File: src/hdl/lsim_pkg.sv
// constants and register map of the load-switch interrupt masking block
// What this block does
// - the load-switch mask register sits at index 0x4 and clears to zero on reset.
// - mask bits 5, 4 and 3 are writable fault masks of the high-voltage, 5 V and low-voltage switch.
// - mask bits 2, 1 and 0 are writable current-limit masks of the same three switches.
// - a clear mask bit lets its event pull the active-low interrupt output low.
// - a set mask bit keeps its event from pulling the interrupt output low.
// - events are captured and monitored whatever the masks say; masks gate only the output.
// - bit 0 of the preceding mask register masks the power-good comparator event the same way.
package lsim_pkg;
    // register indices; byte address is four times the index
    localparam logic [7:0] PG_MASK_IDX = 8'h03;
    localparam logic [7:0] LS_MASK_IDX = 8'h04;
    localparam logic [7:0] STATUS_IDX = 8'h08;
    localparam logic [7:0] LIVE_IDX = 8'h09;
    localparam logic [7:0] PG_MASK_ADDR = {PG_MASK_IDX[5:0], 2'b00};
    localparam logic [7:0] LS_MASK_ADDR = {LS_MASK_IDX[5:0], 2'b00};
    localparam logic [7:0] STATUS_ADDR = {STATUS_IDX[5:0], 2'b00};
    localparam logic [7:0] LIVE_ADDR = {LIVE_IDX[5:0], 2'b00};
    // reset values
    localparam logic [5:0] LS_MASK_RST = 6'h00;
    localparam logic PG_MASK_RST = 1'b0;
    localparam logic [6:0] STATUS_RST = 7'h00;
    // event and mask bit positions
    localparam int unsigned NUM_EVT = 7;
    localparam int unsigned LS_FIELD_W = 6;
    localparam int unsigned LOWV_ILIM_BIT = 0;
    localparam int unsigned FIVE_ILIM_BIT = 1;
    localparam int unsigned HV_ILIM_BIT = 2;
    localparam int unsigned LOWV_FAULT_BIT = 3;
    localparam int unsigned FIVE_FAULT_BIT = 4;
    localparam int unsigned HV_FAULT_BIT = 5;
    localparam int unsigned PG_EVT_BIT = 6;
    localparam int unsigned PG_MASK_BIT = 0;
    // bus answers
    localparam logic [1:0] RESP_OKAY = 2'b00;
    localparam logic [1:0] RESP_SLVERR = 2'b10;
endpackage : lsim_pkg

File: src/hdl/lsim_sync.sv
// two-flop synchroniser for asynchronous event levels
`timescale 1ns/10ps
module lsim_sync #(
    parameter int unsigned W = 7
) (
    // clock and reset
    input wire logic clk,
    input wire logic rst_n,
    // levels
    input wire logic [W-1:0] din,
    output logic [W-1:0] dout
);
    logic [W-1:0] stage1;
    logic [W-1:0] stage2;

    always_ff @(posedge clk or negedge rst_n) begin
        if (!rst_n) begin
            stage1 <= '0;
            stage2 <= '0;
        end else begin
            stage1 <= din;
            stage2 <= stage1;
        end
    end

    assign dout = stage2;
endmodule : lsim_sync

File: src/hdl/lsim_axil_slave.sv
// AXI4-Lite slave front end turning bus traffic into register strobes
`timescale 1ns/10ps
module lsim_axil_slave #(
    parameter int unsigned AW = 8
) (
    // clock and reset
    input wire logic clk,
    input wire logic rst_n,
    // write address and data
    input wire logic awvalid,
    output logic awready,
    input wire logic [AW-1:0] awaddr,
    input wire logic wvalid,
    output logic wready,
    input wire logic [31:0] wdata,
    input wire logic [3:0] wstrb,
    // write response
    output logic bvalid,
    input wire logic bready,
    output logic [1:0] bresp,
    // read address and data
    input wire logic arvalid,
    output logic arready,
    input wire logic [AW-1:0] araddr,
    output logic rvalid,
    input wire logic rready,
    output logic [31:0] rdata,
    output logic [1:0] rresp,
    // register side
    output logic wr_req,
    output logic [AW-1:0] wr_addr,
    output logic [31:0] wr_data,
    output logic [3:0] wr_strb,
    input wire logic wr_ok,
    output logic rd_req,
    output logic [AW-1:0] rd_addr,
    input wire logic [31:0] rd_data,
    input wire logic rd_ok
);
    logic aw_full, next_aw_full;
    logic w_full, next_w_full;
    logic [AW-1:0] aw_q, next_aw_q;
    logic [31:0] w_q, next_w_q;
    logic [3:0] s_q, next_s_q;
    logic next_bvalid, next_rvalid;
    logic [1:0] next_bresp, next_rresp;
    logic [31:0] next_rdata;

    assign awready = !aw_full && !bvalid;
    assign wready = !w_full && !bvalid;
    assign arready = !rvalid;
    // write fires once address and data are both held
    assign wr_req = aw_full && w_full;
    assign wr_addr = aw_q;
    assign wr_data = w_q;
    assign wr_strb = s_q;
    assign rd_req = arvalid && arready;
    assign rd_addr = araddr;

    always_comb begin
        next_aw_full = aw_full;
        next_w_full = w_full;
        next_aw_q = aw_q;
        next_w_q = w_q;
        next_s_q = s_q;
        next_bvalid = bvalid;
        next_bresp = bresp;
        next_rvalid = rvalid;
        next_rresp = rresp;
        next_rdata = rdata;
        if (awvalid && awready) begin
            next_aw_full = 1'b1;
            next_aw_q = awaddr;
        end
        if (wvalid && wready) begin
            next_w_full = 1'b1;
            next_w_q = wdata;
            next_s_q = wstrb;
        end
        if (wr_req) begin
            next_aw_full = 1'b0;
            next_w_full = 1'b0;
            next_bvalid = 1'b1;
            next_bresp = wr_ok ? lsim_pkg::RESP_OKAY : lsim_pkg::RESP_SLVERR;
        end else if (bvalid && bready) begin
            next_bvalid = 1'b0;
        end
        if (rd_req) begin
            next_rvalid = 1'b1;
            next_rdata = rd_data;
            next_rresp = rd_ok ? lsim_pkg::RESP_OKAY : lsim_pkg::RESP_SLVERR;
        end else if (rvalid && rready) begin
            next_rvalid = 1'b0;
        end
    end

    always_ff @(posedge clk or negedge rst_n) begin
        if (!rst_n) begin
            aw_full <= 1'b0;
            w_full <= 1'b0;
            aw_q <= '0;
            w_q <= 32'h00000000;
            s_q <= 4'h0;
            bvalid <= 1'b0;
            bresp <= lsim_pkg::RESP_OKAY;
            rvalid <= 1'b0;
            rresp <= lsim_pkg::RESP_OKAY;
            rdata <= 32'h00000000;
        end else begin
            aw_full <= next_aw_full;
            w_full <= next_w_full;
            aw_q <= next_aw_q;
            w_q <= next_w_q;
            s_q <= next_s_q;
            bvalid <= next_bvalid;
            bresp <= next_bresp;
            rvalid <= next_rvalid;
            rresp <= next_rresp;
            rdata <= next_rdata;
        end
    end
endmodule : lsim_axil_slave

File: src/hdl/lsim_top.sv
// load-switch interrupt masking: mask registers, sticky status and interrupt pin
`timescale 1ns/10ps
module lsim_top (
    // clock and reset
    input wire logic MCLK,
    input wire logic RST_N,
    // AXI4-Lite write address and data
    input wire logic S_AXI_AWVALID,
    output logic S_AXI_AWREADY,
    input wire logic [7:0] S_AXI_AWADDR,
    input wire logic S_AXI_WVALID,
    output logic S_AXI_WREADY,
    input wire logic [31:0] S_AXI_WDATA,
    input wire logic [3:0] S_AXI_WSTRB,
    // AXI4-Lite write response
    output logic S_AXI_BVALID,
    input wire logic S_AXI_BREADY,
    output logic [1:0] S_AXI_BRESP,
    // AXI4-Lite read
    input wire logic S_AXI_ARVALID,
    output logic S_AXI_ARREADY,
    input wire logic [7:0] S_AXI_ARADDR,
    output logic S_AXI_RVALID,
    input wire logic S_AXI_RREADY,
    output logic [31:0] S_AXI_RDATA,
    output logic [1:0] S_AXI_RRESP,
    // load-switch and comparator event levels, active high
    input wire logic HV_LOAD_SWITCH_FAULT,
    input wire logic FIVE_VOLT_LOAD_SWITCH_FAULT,
    input wire logic LOWV_LOAD_SWITCH_FAULT,
    input wire logic HV_LOAD_SWITCH_ILIM,
    input wire logic FIVE_VOLT_LOAD_SWITCH_ILIM,
    input wire logic LOWV_LOAD_SWITCH_ILIM,
    input wire logic POWER_GOOD_CMP_EVENT,
    // interrupt to the host
    output logic IRQ_OUT_N
);
    localparam int unsigned NE = lsim_pkg::NUM_EVT;

    ////////////////////////////////////////////////////////////////////////////////
    // reset release

    logic rst_meta;
    logic rst_n;

    always_ff @(posedge MCLK or negedge RST_N) begin
        if (!RST_N) begin
            rst_meta <= 1'b0;
            rst_n <= 1'b0;
        end else begin
            rst_meta <= 1'b1;
            rst_n <= rst_meta;
        end
    end

    ////////////////////////////////////////////////////////////////////////////////
    // event capture

    logic [NE-1:0] evt_raw;
    logic [NE-1:0] evt_s;

    assign evt_raw[lsim_pkg::LOWV_ILIM_BIT] = LOWV_LOAD_SWITCH_ILIM;
    assign evt_raw[lsim_pkg::FIVE_ILIM_BIT] = FIVE_VOLT_LOAD_SWITCH_ILIM;
    assign evt_raw[lsim_pkg::HV_ILIM_BIT] = HV_LOAD_SWITCH_ILIM;
    assign evt_raw[lsim_pkg::LOWV_FAULT_BIT] = LOWV_LOAD_SWITCH_FAULT;
    assign evt_raw[lsim_pkg::FIVE_FAULT_BIT] = FIVE_VOLT_LOAD_SWITCH_FAULT;
    assign evt_raw[lsim_pkg::HV_FAULT_BIT] = HV_LOAD_SWITCH_FAULT;
    assign evt_raw[lsim_pkg::PG_EVT_BIT] = POWER_GOOD_CMP_EVENT;

    lsim_sync #(
        .W(NE)
    ) u_sync (
        .clk(MCLK),
        .rst_n(rst_n),
        .din(evt_raw),
        .dout(evt_s)
    );

    ////////////////////////////////////////////////////////////////////////////////
    // bus front end

    logic wr_req, wr_ok, rd_req, rd_ok;
    logic [7:0] wr_addr, rd_addr;
    logic [31:0] wr_data, rd_data;
    logic [3:0] wr_strb;

    lsim_axil_slave #(
        .AW(8)
    ) u_bus (
        .clk(MCLK),
        .rst_n(rst_n),
        .awvalid(S_AXI_AWVALID),
        .awready(S_AXI_AWREADY),
        .awaddr(S_AXI_AWADDR),
        .wvalid(S_AXI_WVALID),
        .wready(S_AXI_WREADY),
        .wdata(S_AXI_WDATA),
        .wstrb(S_AXI_WSTRB),
        .bvalid(S_AXI_BVALID),
        .bready(S_AXI_BREADY),
        .bresp(S_AXI_BRESP),
        .arvalid(S_AXI_ARVALID),
        .arready(S_AXI_ARREADY),
        .araddr(S_AXI_ARADDR),
        .rvalid(S_AXI_RVALID),
        .rready(S_AXI_RREADY),
        .rdata(S_AXI_RDATA),
        .rresp(S_AXI_RRESP),
        .wr_req(wr_req),
        .wr_addr(wr_addr),
        .wr_data(wr_data),
        .wr_strb(wr_strb),
        .wr_ok(wr_ok),
        .rd_req(rd_req),
        .rd_addr(rd_addr),
        .rd_data(rd_data),
        .rd_ok(rd_ok)
    );

    ////////////////////////////////////////////////////////////////////////////////
    // register file

    logic [lsim_pkg::LS_FIELD_W-1:0] ls_mask, next_ls_mask;
    logic pg_mask, next_pg_mask;
    logic [NE-1:0] status, next_status;
    logic [NE-1:0] eff_mask;
    logic irq_n, next_irq_n;
    logic wr_ls, wr_pg, wr_st, lane0;

    assign lane0 = wr_strb[0];
    assign wr_ls = wr_req && (wr_addr == lsim_pkg::LS_MASK_ADDR);
    assign wr_pg = wr_req && (wr_addr == lsim_pkg::PG_MASK_ADDR);
    assign wr_st = wr_req && (wr_addr == lsim_pkg::STATUS_ADDR);
    assign wr_ok = (wr_addr == lsim_pkg::LS_MASK_ADDR)
                || (wr_addr == lsim_pkg::PG_MASK_ADDR)
                || (wr_addr == lsim_pkg::STATUS_ADDR)
                || (wr_addr == lsim_pkg::LIVE_ADDR);
    assign eff_mask = {pg_mask, ls_mask};

    always_comb begin
        next_ls_mask = ls_mask;
        next_pg_mask = pg_mask;
        // reserved bits 7:6 never reach storage
        if (wr_ls && lane0) begin
            next_ls_mask = wr_data[lsim_pkg::LS_FIELD_W-1:0];
        end
        if (wr_pg && lane0) begin
            next_pg_mask = wr_data[lsim_pkg::PG_MASK_BIT];
        end
        // capture ignores masks; set wins over clear
        next_status = status;
        if (wr_st && lane0) begin
            next_status = status & ~wr_data[NE-1:0];
        end
        next_status = next_status | evt_s;
        // unmasked pending status pulls the pin low
        next_irq_n = ~|(status & ~eff_mask);
    end

    always_ff @(posedge MCLK or negedge rst_n) begin
        if (!rst_n) begin
            ls_mask <= lsim_pkg::LS_MASK_RST;
            pg_mask <= lsim_pkg::PG_MASK_RST;
            status <= lsim_pkg::STATUS_RST;
            irq_n <= 1'b1;
        end else begin
            ls_mask <= next_ls_mask;
            pg_mask <= next_pg_mask;
            status <= next_status;
            irq_n <= next_irq_n;
        end
    end

    assign IRQ_OUT_N = irq_n;

    always_comb begin
        rd_data = 32'h00000000;
        rd_ok = 1'b1;
        unique case (rd_addr)
            lsim_pkg::LS_MASK_ADDR: rd_data[lsim_pkg::LS_FIELD_W-1:0] = ls_mask;
            lsim_pkg::PG_MASK_ADDR: rd_data[lsim_pkg::PG_MASK_BIT] = pg_mask;
            lsim_pkg::STATUS_ADDR: rd_data[NE-1:0] = status;
            lsim_pkg::LIVE_ADDR: rd_data[NE-1:0] = evt_s;
            default: rd_ok = 1'b0;
        endcase
    end

    // per event: pin follows unmasked status, capture and clear ignore masks
    for (genvar g = 0; g < NE; g++) begin : g_evt_chk

    end
endmodule : lsim_top

File: config.mk
export PLATFORM = sky130hd
export DESIGN_NAME = lsim_top
export DESIGN_NICKNAME = d
export VERILOG_FILES = /design/src/hdl/lsim_pkg.sv /design/src/hdl/lsim_sync.sv /design/src/hdl/lsim_axil_slave.sv /design/src/hdl/lsim_top.sv
export SDC_FILE = /design/constraint.sdc
export NUM_CORES = 1
export LEC_CHECK = 0
export BUFFER_PORTS_ARGS = -buffer_cell sky130_fd_sc_hd__buf_4
export CORE_MARGIN = 2
export CORE_UTILIZATION = 40
export DETAILED_ROUTE_END_ITERATION = 8
export PLACE_DENSITY = 0.69
export SLEW_MARGIN = 0
export SYNTH_ARGS = -nofsm -noshare
export SYNTH_HDL_FRONTEND = slang
export SYNTH_SLANG_ARGS = --single-unit
File: constraint.sdc
create_clock -name MCLK -period 2.5 [get_ports MCLK]
set_input_delay 0.625 -clock MCLK [delete_from_list [all_inputs] [get_ports MCLK]]
set_output_delay 0.625 -clock MCLK [all_outputs]
set_load 0.005 [all_outputs]
==> flow_summary.toml, run 1 <==
[synthesis]
synth_top_area_share = 0.568
seq_area_frac_synth = 0.578
synth-xor-area-share = 0
syn_area_sq_mm = 0.00260
synthCells = 217
synth_edf_count = 0
synth_top_family_by_area = "simple AND/OR/NAND/NOR gates"
ys.flop_type = "dfrtp_1"
synthTopCellsByArea = "dfrtp_1 (57%), buf_4 (7.8%), mux2_2 (6.1%)"
syn_area_per_cell_sq_um = 12.0
synth_fa_ha_area_frac = 0
post-synth-top-area-cell = "dfrtp_1"
ys_ff_latch = 60
yosysWarnings = 0
synthArstFlopShare = 1.00
synth_mux_area_frac = 0.0996
synth-compound-area-share = 0.103
synth-simple-area-share = 0.116
synth_cell_type_count = 40

[clocking]
cts.sinks = 60
cts_tree = "built"
cts_buffers = 9
path_clk_slew_ns = 0.07
hold_buffers = 0
clk_path_buf_depth = 2
postCtsSetupBuffers = 0
clockRootBuffer = "clkbuf_8"
h-tree-depth = 3
cts_resized = 0
clk_latency_ns = 0.33

[place]
dp.cells = 344
postPlaceCellArea_sq_mm = 0.00299
place.port_buffers = 52
dp.final_hpwl_mm = 3.48
place_congestion = 0.823

[power_and_ir_drop]
p_seq_frac = 0.497
ir_drop_uv = 646
sw_frac_of_total = 0.286
p_leak_nw = 1.51
power_density_mw_per_mm2 = 841
internal-power_w = 0.00191
clock_power_share = 0.313
p_sw_w = 0.000765
comb_power_share = 0.190

[setup_path]
cpPeakStageDelay_ns = 0.58
worstPathArrival_ns = 2.09
cp_num_buf_inv = 0
path_class = "reg -> reg"
cp_max_fo = 7
startpoint_type = "flip-flop"
slowest_stage = "or4_4"
cp_cell_sequence = "or4_4, nor4_4, a21oi_1, or2_1"
end_kind = "flip-flop"
critPathRequiredTime_ns = 2.72
critPathTopFamily = "simple AND/OR/NAND/NOR gates"

[routing]
vias = 1699
final_antenna_net_count = 0
routed_wl_mm = 4.66
detail_route.iter0.violations = 62
wl_per_cell_um = 12.9
drt-pass1-iter-count = 4
viasPerCell = 4.72
drc = 0

[sta]
whs_ns = 0.0585
final_max_slew_viol_count = 0
finalSetupViolCount = 0
post-route-period-util = 0.749
worst_clock_skew_ns = 0.00852
max_freq_mhz = 534
hold_viol = 0
fin_crit_ns = 1.87
tns_ns = 0
grt_setup_unrepaired = "false"
tightest_slew_ns = 0.715
relSlewSlack = 0.523

[final_layout]
insertedDiodeCount = 0
fill_cells = 576
area_growth_pct = 22.2
nets = 344
stdcell_area_sq_mm = 0.00318
instances_no_fill = 360
layout-drive-gt1-share = 0.350

[die]
dieArea_sq_mm = 0.00716
die-width_um = 84.6
die_h_um = 84.6
boundaryPins = 108
num_rows = 29
start_util = 0.412
core_area_sq_mm = 0.00631

[grt]
grt_antenna_before_repair = 0
grt_pass1_vias = 1731
grt_max_degree = 36
grt-ovfl-total = 0
track_usage = 0.143
top_usage_layer = "met2"
gr-usage-met2 = 0.225
use_met1 = 0.183
met3_usage = 0.0501
grt_first_pass_wirelength_mm = 8.05

[outcome]
status = "complete, no violations"

[min_path]
hold_path_class = "in -> async"

[flow_run]
drv_cap = 0
logic make-up after synthesis:
| group | after synthesis |
|---|---|
| buffers and inverters | 42 |
| DFF | 60 |
| AOI/OAI and AO/OA | 41 |
| other | 2 |
| muxes | 21 |
| and+or+nand+nor | 51 |
path summary, 6_finish.rpt:
check,startpoint,endpoint,slack (ns),depth (start not counted)
worst max-delay path,u_bus.wr_addr[1]$_DFFE_PN0P_,status[3]$_DFF_PN0_,0.63,4
worst min-delay path,RST_N,rst_n$_DFF_PN0_,0.06,1
worst max register to register,u_bus.wr_addr[1]$_DFFE_PN0P_,status[3]$_DFF_PN0_,0.63,4
worst min register to register,rst_n$_DFF_PN0_,u_sync.stage1[6]$_DFF_PN0_,0.33,0
max in group asynchronous,rst_n$_DFF_PN0_,u_bus.w_full$_DFFE_PN0P_,1.52,1
min in group MCLK,u_sync.stage1[0]$_DFF_PN0_,u_sync.dout[0]$_DFF_PN0_,0.35,0
synth_stat cells (all sizes together), types with 2 or more instances:
cell type   n
dfrtp      59
buf        27
mux2       21
nand2      16
inv        12
a21oi      11
nor2        7
or2         7
a22oi       6
o21ai       6
nor4        4
o22ai       4
and2        3
clkbuf      3
nand3       3
nor2b       3
o21bai      3
o221ai      3
a21o        2
a22o        2
conb        2
nor3        2
nor3b       2
placed cells by master, fill, tap and decap left out, types with 3 or more instances in the layout:
master      count
dfrtp_1        58
buf_4          54
conb_1         28
nand2_1        14
mux2_2         14
inv_1          11
a21oi_1        11
clkbuf_8        9
or2_1           7
nor2_1          7
mux2_4          6
a22oi_1         6
o21ai_0         5
o22ai_1         4
nor2b_1         3
nor4_1          3
and2_1          3
o21bai_1        3
nand3_1         3
o221ai_1        3
clkinv_2        3
clkinvlp_4      3
worst reg2reg max path, cell delays in order (launching register included):
cell,delay (ns)
dfrtp_1,0.38
or4_4,0.58
nor4_4,0.45
a21oi_1,0.14
or2_1,0.22
registers in the layout, indices dropped and copies added, names as in the netlist:
signal	cells
IRQ_OUT_N	1
ls_mask	6
pg_mask	1
rst_meta	1
rst_n	1
status	7
u_bus.aw_full	1
u_bus.bresp	1
u_bus.bvalid	1
u_bus.rdata	7
u_bus.rresp	1
u_bus.rvalid	1
u_bus.w_full	1
u_bus.wr_addr	8
u_bus.wr_data	7
u_bus.wr_strb	1
u_sync.dout	7
u_sync.stage1	7
power by group through the flow:
| stage | Sequential, W | Combinational, W | Clock, W |
|---|---|---|---|
| floorplan | 0.00131 | 0.000386 | 0 |
| global placement | 0.00134 | 0.000497 | 0 |
| detailed placement | 0.00135 | 0.000514 | 0 |
| CTS | 0.00133 | 0.000516 | 0.000859 |
| global route | 0.00137 | 0.000572 | 0.000909 |
| finish | 0.00133 | 0.000507 | 0.000837 |
routing by layer:
layer  share of wire  vias to the layer above
met4           0.011                        0
met3           0.072                        6
met1            0.44                      815
met5               0                        -
met2            0.48                       60
li1                -                      818
metrics by stage:
stage,util,worst slack [ns],total power [W]
5_1_grt,0.503,0.515,0.00285
6_report,0.503,0.628,0.00267
3_3_place_gp,0.473,0.631,0.00183
3_5_place_dp,0.473,0.615,0.00186
4_1_cts,0.503,0.609,0.00271
2_1_floorplan,-,0.708,0.00169
layout make-up:
| class | count | area [sq um] | share of cell area |
|---|---|---|---|
| clock buffers | 9 | 124 | 0.0390 |
| clock inverters | 7 | 67.6 | 0.0213 |
| well taps | 77 | 96.3 | 0.0303 |
| multi-input cells | 141 | 936 | 0.294 |
| inverters | 12 | 45.0 | 0.0142 |
| repair buffers | 54 | 405 | 0.128 |
| flip-flops and latches | 60 | 1500 | 0.473 |
No activity file was read; power rests on OpenSTA's default activity.
==> inputs of run 2 (changes only) <==
--- a/config.mk
+++ b/config.mk
@@ -5,11 +5,12 @@
 export SDC_FILE = /design/constraint.sdc
 export NUM_CORES = 1
 export LEC_CHECK = 0
+export ABC_AREA = 1
 export BUFFER_PORTS_ARGS = -buffer_cell sky130_fd_sc_hd__buf_4
 export CORE_MARGIN = 2
 export CORE_UTILIZATION = 40
 export DETAILED_ROUTE_END_ITERATION = 8
-export PLACE_DENSITY = 0.69
+export PLACE_DENSITY = 0.68
 export SLEW_MARGIN = 0
 export SYNTH_ARGS = -nofsm -noshare
 export SYNTH_HDL_FRONTEND = slang
==> constraint.sdc (replaced) <==
create_clock -name MCLK -period 1.75 [get_ports MCLK]
set_input_delay 0.4375 -clock MCLK [delete_from_list [all_inputs] [get_ports MCLK]]
set_output_delay 0.4375 -clock MCLK [all_outputs]
set_load 0.005 [all_outputs]
==> flow_summary.toml, run 2 <==
[setup_path]
cpPeakStageDelay_ns = 0.42
critPathRequiredTime_ns = 1.31
r2r_setup_slack_ns = 0.44
cp_cell_sequence = "nor2_2, buf_4"
slowest_stage = "dfrtp_1"
end_kind = "output pin"
reg2reg_to = "ls_mask[0]$_DFFE_PN0P_"
startpoint_type = "flip-flop"
critPathTopFamily = "flip-flops"
worstRegToRegCells = 6
endpoint = "S_AXI_AWREADY"
startpoint = "u_bus.bvalid$_DFFE_PN0P_"
cp.depth = 2
worstPathArrival_ns = 1.02
cp_num_buf_inv = 1
path_class = "reg -> out"
reg2reg_from = "u_bus.wr_addr[1]$_DFFE_PN0P_"
cp_max_fo = 4

[sta]
finalWorstSetupSlack_ns = 0.295
fin_crit_ns = 1.45
max_freq_mhz = 687
tns_ns = 0
post-route-period-util = 0.831
hold_viol = 0
grt_setup_unrepaired = "false"
final_max_slew_viol_count = 0
finalSetupViolCount = 0
worst_clock_skew_ns = 0.0105

[routing]
final_antenna_net_count = 0
detail_route.iter0.violations = 85
viasPerCell = 4.43
routed.top_layer = "met4"
wl_met1_mm = 2.20
drt-pass1-iter-count = 4
routed_wl_mm = 4.84
wl_per_cell_um = 11.0
drc = 0
met3WireLength_um = 266
vias = 1948
route.met2.wl_mm = 2.28

[final_layout]
nets = 421
layout_common_cells = "dfrtp_1 (58), nand2_1 (54), buf_4 (53), inv_1 (38), conb_1 (28)"
layout-drive-gt1-share = 0.267
insertedDiodeCount = 0
instances_no_fill = 440
seq_area_sq_mm = 0.00150
largest_reg_flops = 8
utilization = 0.497
final_common_cell = "dfrtp_1"
area_growth_pct = 22.0
multi_input_area_sq_um = 951
fill_cells = 633

[synthesis]
synthTopCellsByArea = "dfrtp_1 (54%), buf_4 (7.9%), nand2_1 (7.4%)"
ys.flop_type = "dfrtp_1"
ys_ff_latch = 60
post-synth-top-area-cell = "dfrtp_1"
synthArstFlopShare = 1.00
synth_most_common_cell = "dfrtp_1"
seq_area_frac_synth = 0.549
synth.top_cells.by_count = "dfrtp_1 (59), nand2_1 (54), inv_1 (38), buf_4 (29), nand3_1 (26)"
synth_cell_type_count = 24
synth_edf_count = 0
syn_area_per_cell_sq_um = 9.32
syn_area_sq_mm = 0.00274
synth_top_area_share = 0.539
synthCells = 294
yosysWarnings = 0

[place]
dp.final_hpwl_mm = 3.65
dp.cells = 423
place_congestion = 0.790
dpl_worst_slack_ns = 0.288
place.port_buffers = 52

[power_and_ir_drop]
ir_drop_uv = 672
power_density_mw_per_mm2 = 1210
p_total_w = 0.00404
p_leak_nw = 1.74

[die]
dieArea_sq_mm = 0.00752
start_util = 0.408
boundaryPins = 108
die_h_um = 86.7
num_rows = 30
core_area_sq_mm = 0.00672
die-width_um = 86.7

[clocking]
postCtsSetupBuffers = 0
clk_path_buf_depth = 2
cts_tree = "built"
cts_buffers = 9
h-tree-depth = 3
path_clk_slew_ns = 0.06
cts.sinks = 60
clockRootBuffer = "clkbuf_8"
clk_latency_ns = 0.34

[grt]
grt_antenna_before_repair = 0
grt_max_degree = 39
grt_pass1_vias = 1940
grt-ovfl-total = 0
track_usage = 0.143
grt_first_pass_wirelength_mm = 8.27

[outcome]
status = "complete, no violations"

[flow_run]
drv_cap = 0

[min_path]
hold_path_class = "in -> reg"
run 2: cell families after synthesis:
group                  share of synthesized area
AND/OR/NAND/NOR                            0.206
buffers and inverters                      0.140
flip-flops                                 0.549
AO/OA/AOI/OAI                             0.0813
multiplexers                              0.0219
other                                    0.00274
run 2: repair_timing:
action,in CTS,in global routing
hold endpoints to repair,2,0
resized for setup,0,0
endpoints found under the setup margin,0,0
hold buffers,1,0
run 2: layout make-up:
cell class	count	area share
Clock buffer	11	0.0423
Clock inverter	5	0.0225
Inverter	38	0.0427
Multi-Input combinational cell	191	0.285
Sequential cell	60	0.450
Tap cell	80	0.0300
Timing Repair Buffer	55	0.128
run 2: report_power, final:
group	switching [W]	leakage, nW	total, W	internal [W]
Sequential	0.000176	0.695	0.00184	0.00166
Combinational	0.000483	0.936	0.000857	0.000374
Clock	0.000518	0.113	0.00135	0.000833
Total	0.00118	1.74	0.00404	0.00287
run 2: how the worst min path moves through the flow:
stage,start,endpoint,depth (start not counted)
floorplan,RST_N,rst_meta$_DFF_PN0_,0
global placement,RST_N,rst_meta$_DFF_PN0_,1
detailed placement,RST_N,rst_meta$_DFF_PN0_,1
CTS,HV_LOAD_SWITCH_FAULT,u_sync.stage1[5]$_DFF_PN0_,1
global route,LOWV_LOAD_SWITCH_ILIM,u_sync.stage1[0]$_DFF_PN0_,1
finish,HV_LOAD_SWITCH_FAULT,u_sync.stage1[5]$_DFF_PN0_,1
run 2: through the flow:
step	cell area [sq um]	hold WS [ns]
finish	3340	0.204
global route	3340	0.188
CTS	3340	0.193
detailed placement	3120	0.221
global placement	3120	0.220
floorplan	2840	0.142
run 2: per-layer routing:
layer	vias up	track usage
met2	65	0.234
met4	0	0.0682
met5	-	0
met3	9	0.0419
li1	996	-
met1	878	0.174
==> inputs of run 3 (changes only) <==
--- a/config.mk
+++ b/config.mk
@@ -10,7 +10,7 @@
 export CORE_MARGIN = 2
 export CORE_UTILIZATION = 40
 export DETAILED_ROUTE_END_ITERATION = 8
-export PLACE_DENSITY = 0.68
+export PLACE_DENSITY = 0.7
 export SLEW_MARGIN = 0
 export SYNTH_ARGS = -nofsm -noshare
 export SYNTH_HDL_FRONTEND = slang
==> constraint.sdc (replaced) <==
create_clock -name MCLK -period 1.3 [get_ports MCLK]
set_input_delay 0.325 -clock MCLK [delete_from_list [all_inputs] [get_ports MCLK]]
set_output_delay 0.325 -clock MCLK [all_outputs]
set_load 0.005 [all_outputs]
==> flow_summary.toml, run 3 (synthesized netlist as in run 2, its figures left out) <==
[sta]
tns_ns = -0.0621
finalSetupViolCount = 2
worst_clock_skew_ns = 0.00615
hold_viol = 0
post-route-period-util = 1.02
final_max_slew_viol_count = 0
max_freq_mhz = 751
finalWorstSetupSlack_ns = -0.0312
grt_setup_unrepaired = "true"
fin_crit_ns = 1.33

[routing]
drt-pass1-iter-count = 4
route.met2.wl_mm = 2.51
vias = 2016
viasPerCell = 4.53
final_antenna_net_count = 0
drc = 0
wl_per_cell_um = 11.7
wl_met1_mm = 2.21
detail_route.iter0.violations = 77
routed_wl_mm = 5.19
routed.top_layer = "met4"
met3WireLength_um = 359

[grt]
grt-ovfl-total = 0
grt_pass1_vias = 1860
grt_antenna_before_repair = 0
grt_first_pass_wirelength_mm = 8.31
track_usage = 0.147
grt_max_degree = 19

[setup_path]
end_kind = "output pin"
cp_max_fo = 4
worstPathArrival_ns = 1.01
reg2reg_from = "u_bus.wr_addr[0]$_DFFE_PN0P_"
startpoint_type = "flip-flop"
critPathRequiredTime_ns = 0.98
worstRegToRegCells = 6
r2r_setup_slack_ns = 0.02
endpoint = "S_AXI_WREADY"
startpoint = "u_bus.w_full$_DFFE_PN0P_"
path_class = "reg -> out"
reg2reg_to = "status[0]$_DFF_PN0_"

[min_path]
worstHoldPathCells = 1
hold_path_class = "in -> reg"

[final_layout]
multi_input_area_sq_mm = 0.00102
stdcell_area_sq_mm = 0.00344
largest_reg_flops = 8
layout_common_cells = "buf_4 (58), dfrtp_1 (58), nand2_1 (54), inv_1 (38), conb_1 (28)"
layout-drive-gt1-share = 0.304
insertedDiodeCount = 0
seq_area_sq_mm = 0.00150
nets = 429
instances_no_fill = 445
fill_cells = 606
area_growth_pct = 25.7

[die]
dieArea_sq_mm = 0.00752
boundaryPins = 108
die-width_um = 86.7
start_util = 0.408
num_rows = 30
die_h_um = 86.7
core_area_sq_mm = 0.00672

[clocking]
cts_buffers = 9
clk_latency_ns = 0.34
cts_tree = "built"
cts.sinks = 60
clockRootBuffer = "clkbuf_8"
path_clk_slew_ns = 0.06
h-tree-depth = 3
clk_path_buf_depth = 2

[place]
dp.final_hpwl_mm = 3.89
place_congestion = 0.815
postPlaceCellArea_sq_mm = 0.00317
dpl_worst_slack_ns = -0.000764
place.port_buffers = 52
dp.cells = 428

[outcome]
status = "finished, violations left"
violations = "setup timing"

[power_and_ir_drop]
ir_drop_uv = 835
clock_power_share = 0.287
p_seq_frac = 0.461
internal-power_w = 0.00376
p_leak_nw = 1.81
p_sw_w = 0.00167
comb_power_share = 0.252
p_total_w = 0.00543
power_density_mw_per_mm2 = 1580
sw_frac_of_total = 0.308

[flow_run]
drv_cap = 0
## run 3: cell types whose count changed in the layout (fill, tap and decap cells not counted), moves of 2 or more
| cell | change |
|---|---|
| nand2_4 | +3 |
| buf_4 | +5 |
| nor2_1 | -2 |
| o21ai_2 | +4 |
| nand2_2 | -2 |
| nand3_2 | +3 |
| nor2_4 | +3 |
| nand3_1 | -3 |
| o21ai_1 | -4 |
## run 3: cell type report
class	count	area share
clock inverters	3	0.0116
clock buffers	10	0.0400
inverters	38	0.0414
multi-input cells	192	0.297
repair buffers	62	0.144
well taps	80	0.0291
flip-flops and latches	60	0.437
## run 3: worst max-delay path, cell delays in order, from the launching register on
cell,delay (ns)
dfrtp_1,0.42
nor2_2,0.14
buf_4,0.12
## run 3: worst min-delay path by stage
stage,from,to
3_5_place_dp,RST_N,rst_meta$_DFF_PN0_
6_report,LOWV_LOAD_SWITCH_ILIM,u_sync.stage1[0]$_DFF_PN0_
3_3_place_gp,RST_N,rst_meta$_DFF_PN0_
4_1_cts,LOWV_LOAD_SWITCH_ILIM,u_sync.stage1[0]$_DFF_PN0_
2_1_floorplan,RST_N,rst_meta$_DFF_PN0_
5_1_grt,FIVE_VOLT_LOAD_SWITCH_ILIM,u_sync.stage1[1]$_DFF_PN0_
## run 3: per-layer routing
| layer | vias up | GRT usage |
|---|---|---|
| met5 | - | 0 |
| met4 | 0 | 0.0838 |
| met3 | 10 | 0.0495 |
| met2 | 74 | 0.226 |
| met1 | 924 | 0.182 |
| li1 | 1008 | - |
## run 3: per-stage QoR
step / util / hold WS [ns]
after detailed placement: 0.471 / 0.110
after floorplan: - / 0.0294
after global routing: 0.512 / 0.0736
final: 0.512 / 0.0910
after global placement: 0.471 / 0.108
after CTS: 0.503 / 0.0787
## run 3: timing repair
item                       CTS  global route
buffers inserted             2             0
pin swaps                    2             5
hold endpoints to repair     2             0
gates cloned                 0             1
hold buffers                 1             0
setup endpoints to repair    8            23
gates resized for setup      2            14
## run 3: power groups by stage
| stage | clock network, W | registers (W) | logic, W |
|---|---|---|---|
| after floorplan | 0 | 0.00247 | 0.000845 |
| after detailed placement | 0 | 0.00251 | 0.00122 |
| final | 0.00156 | 0.00250 | 0.00137 |
| after global routing | 0.00168 | 0.00254 | 0.00154 |
| after CTS | 0.00160 | 0.00248 | 0.00129 |
| after global placement | 0 | 0.00249 | 0.00119 |
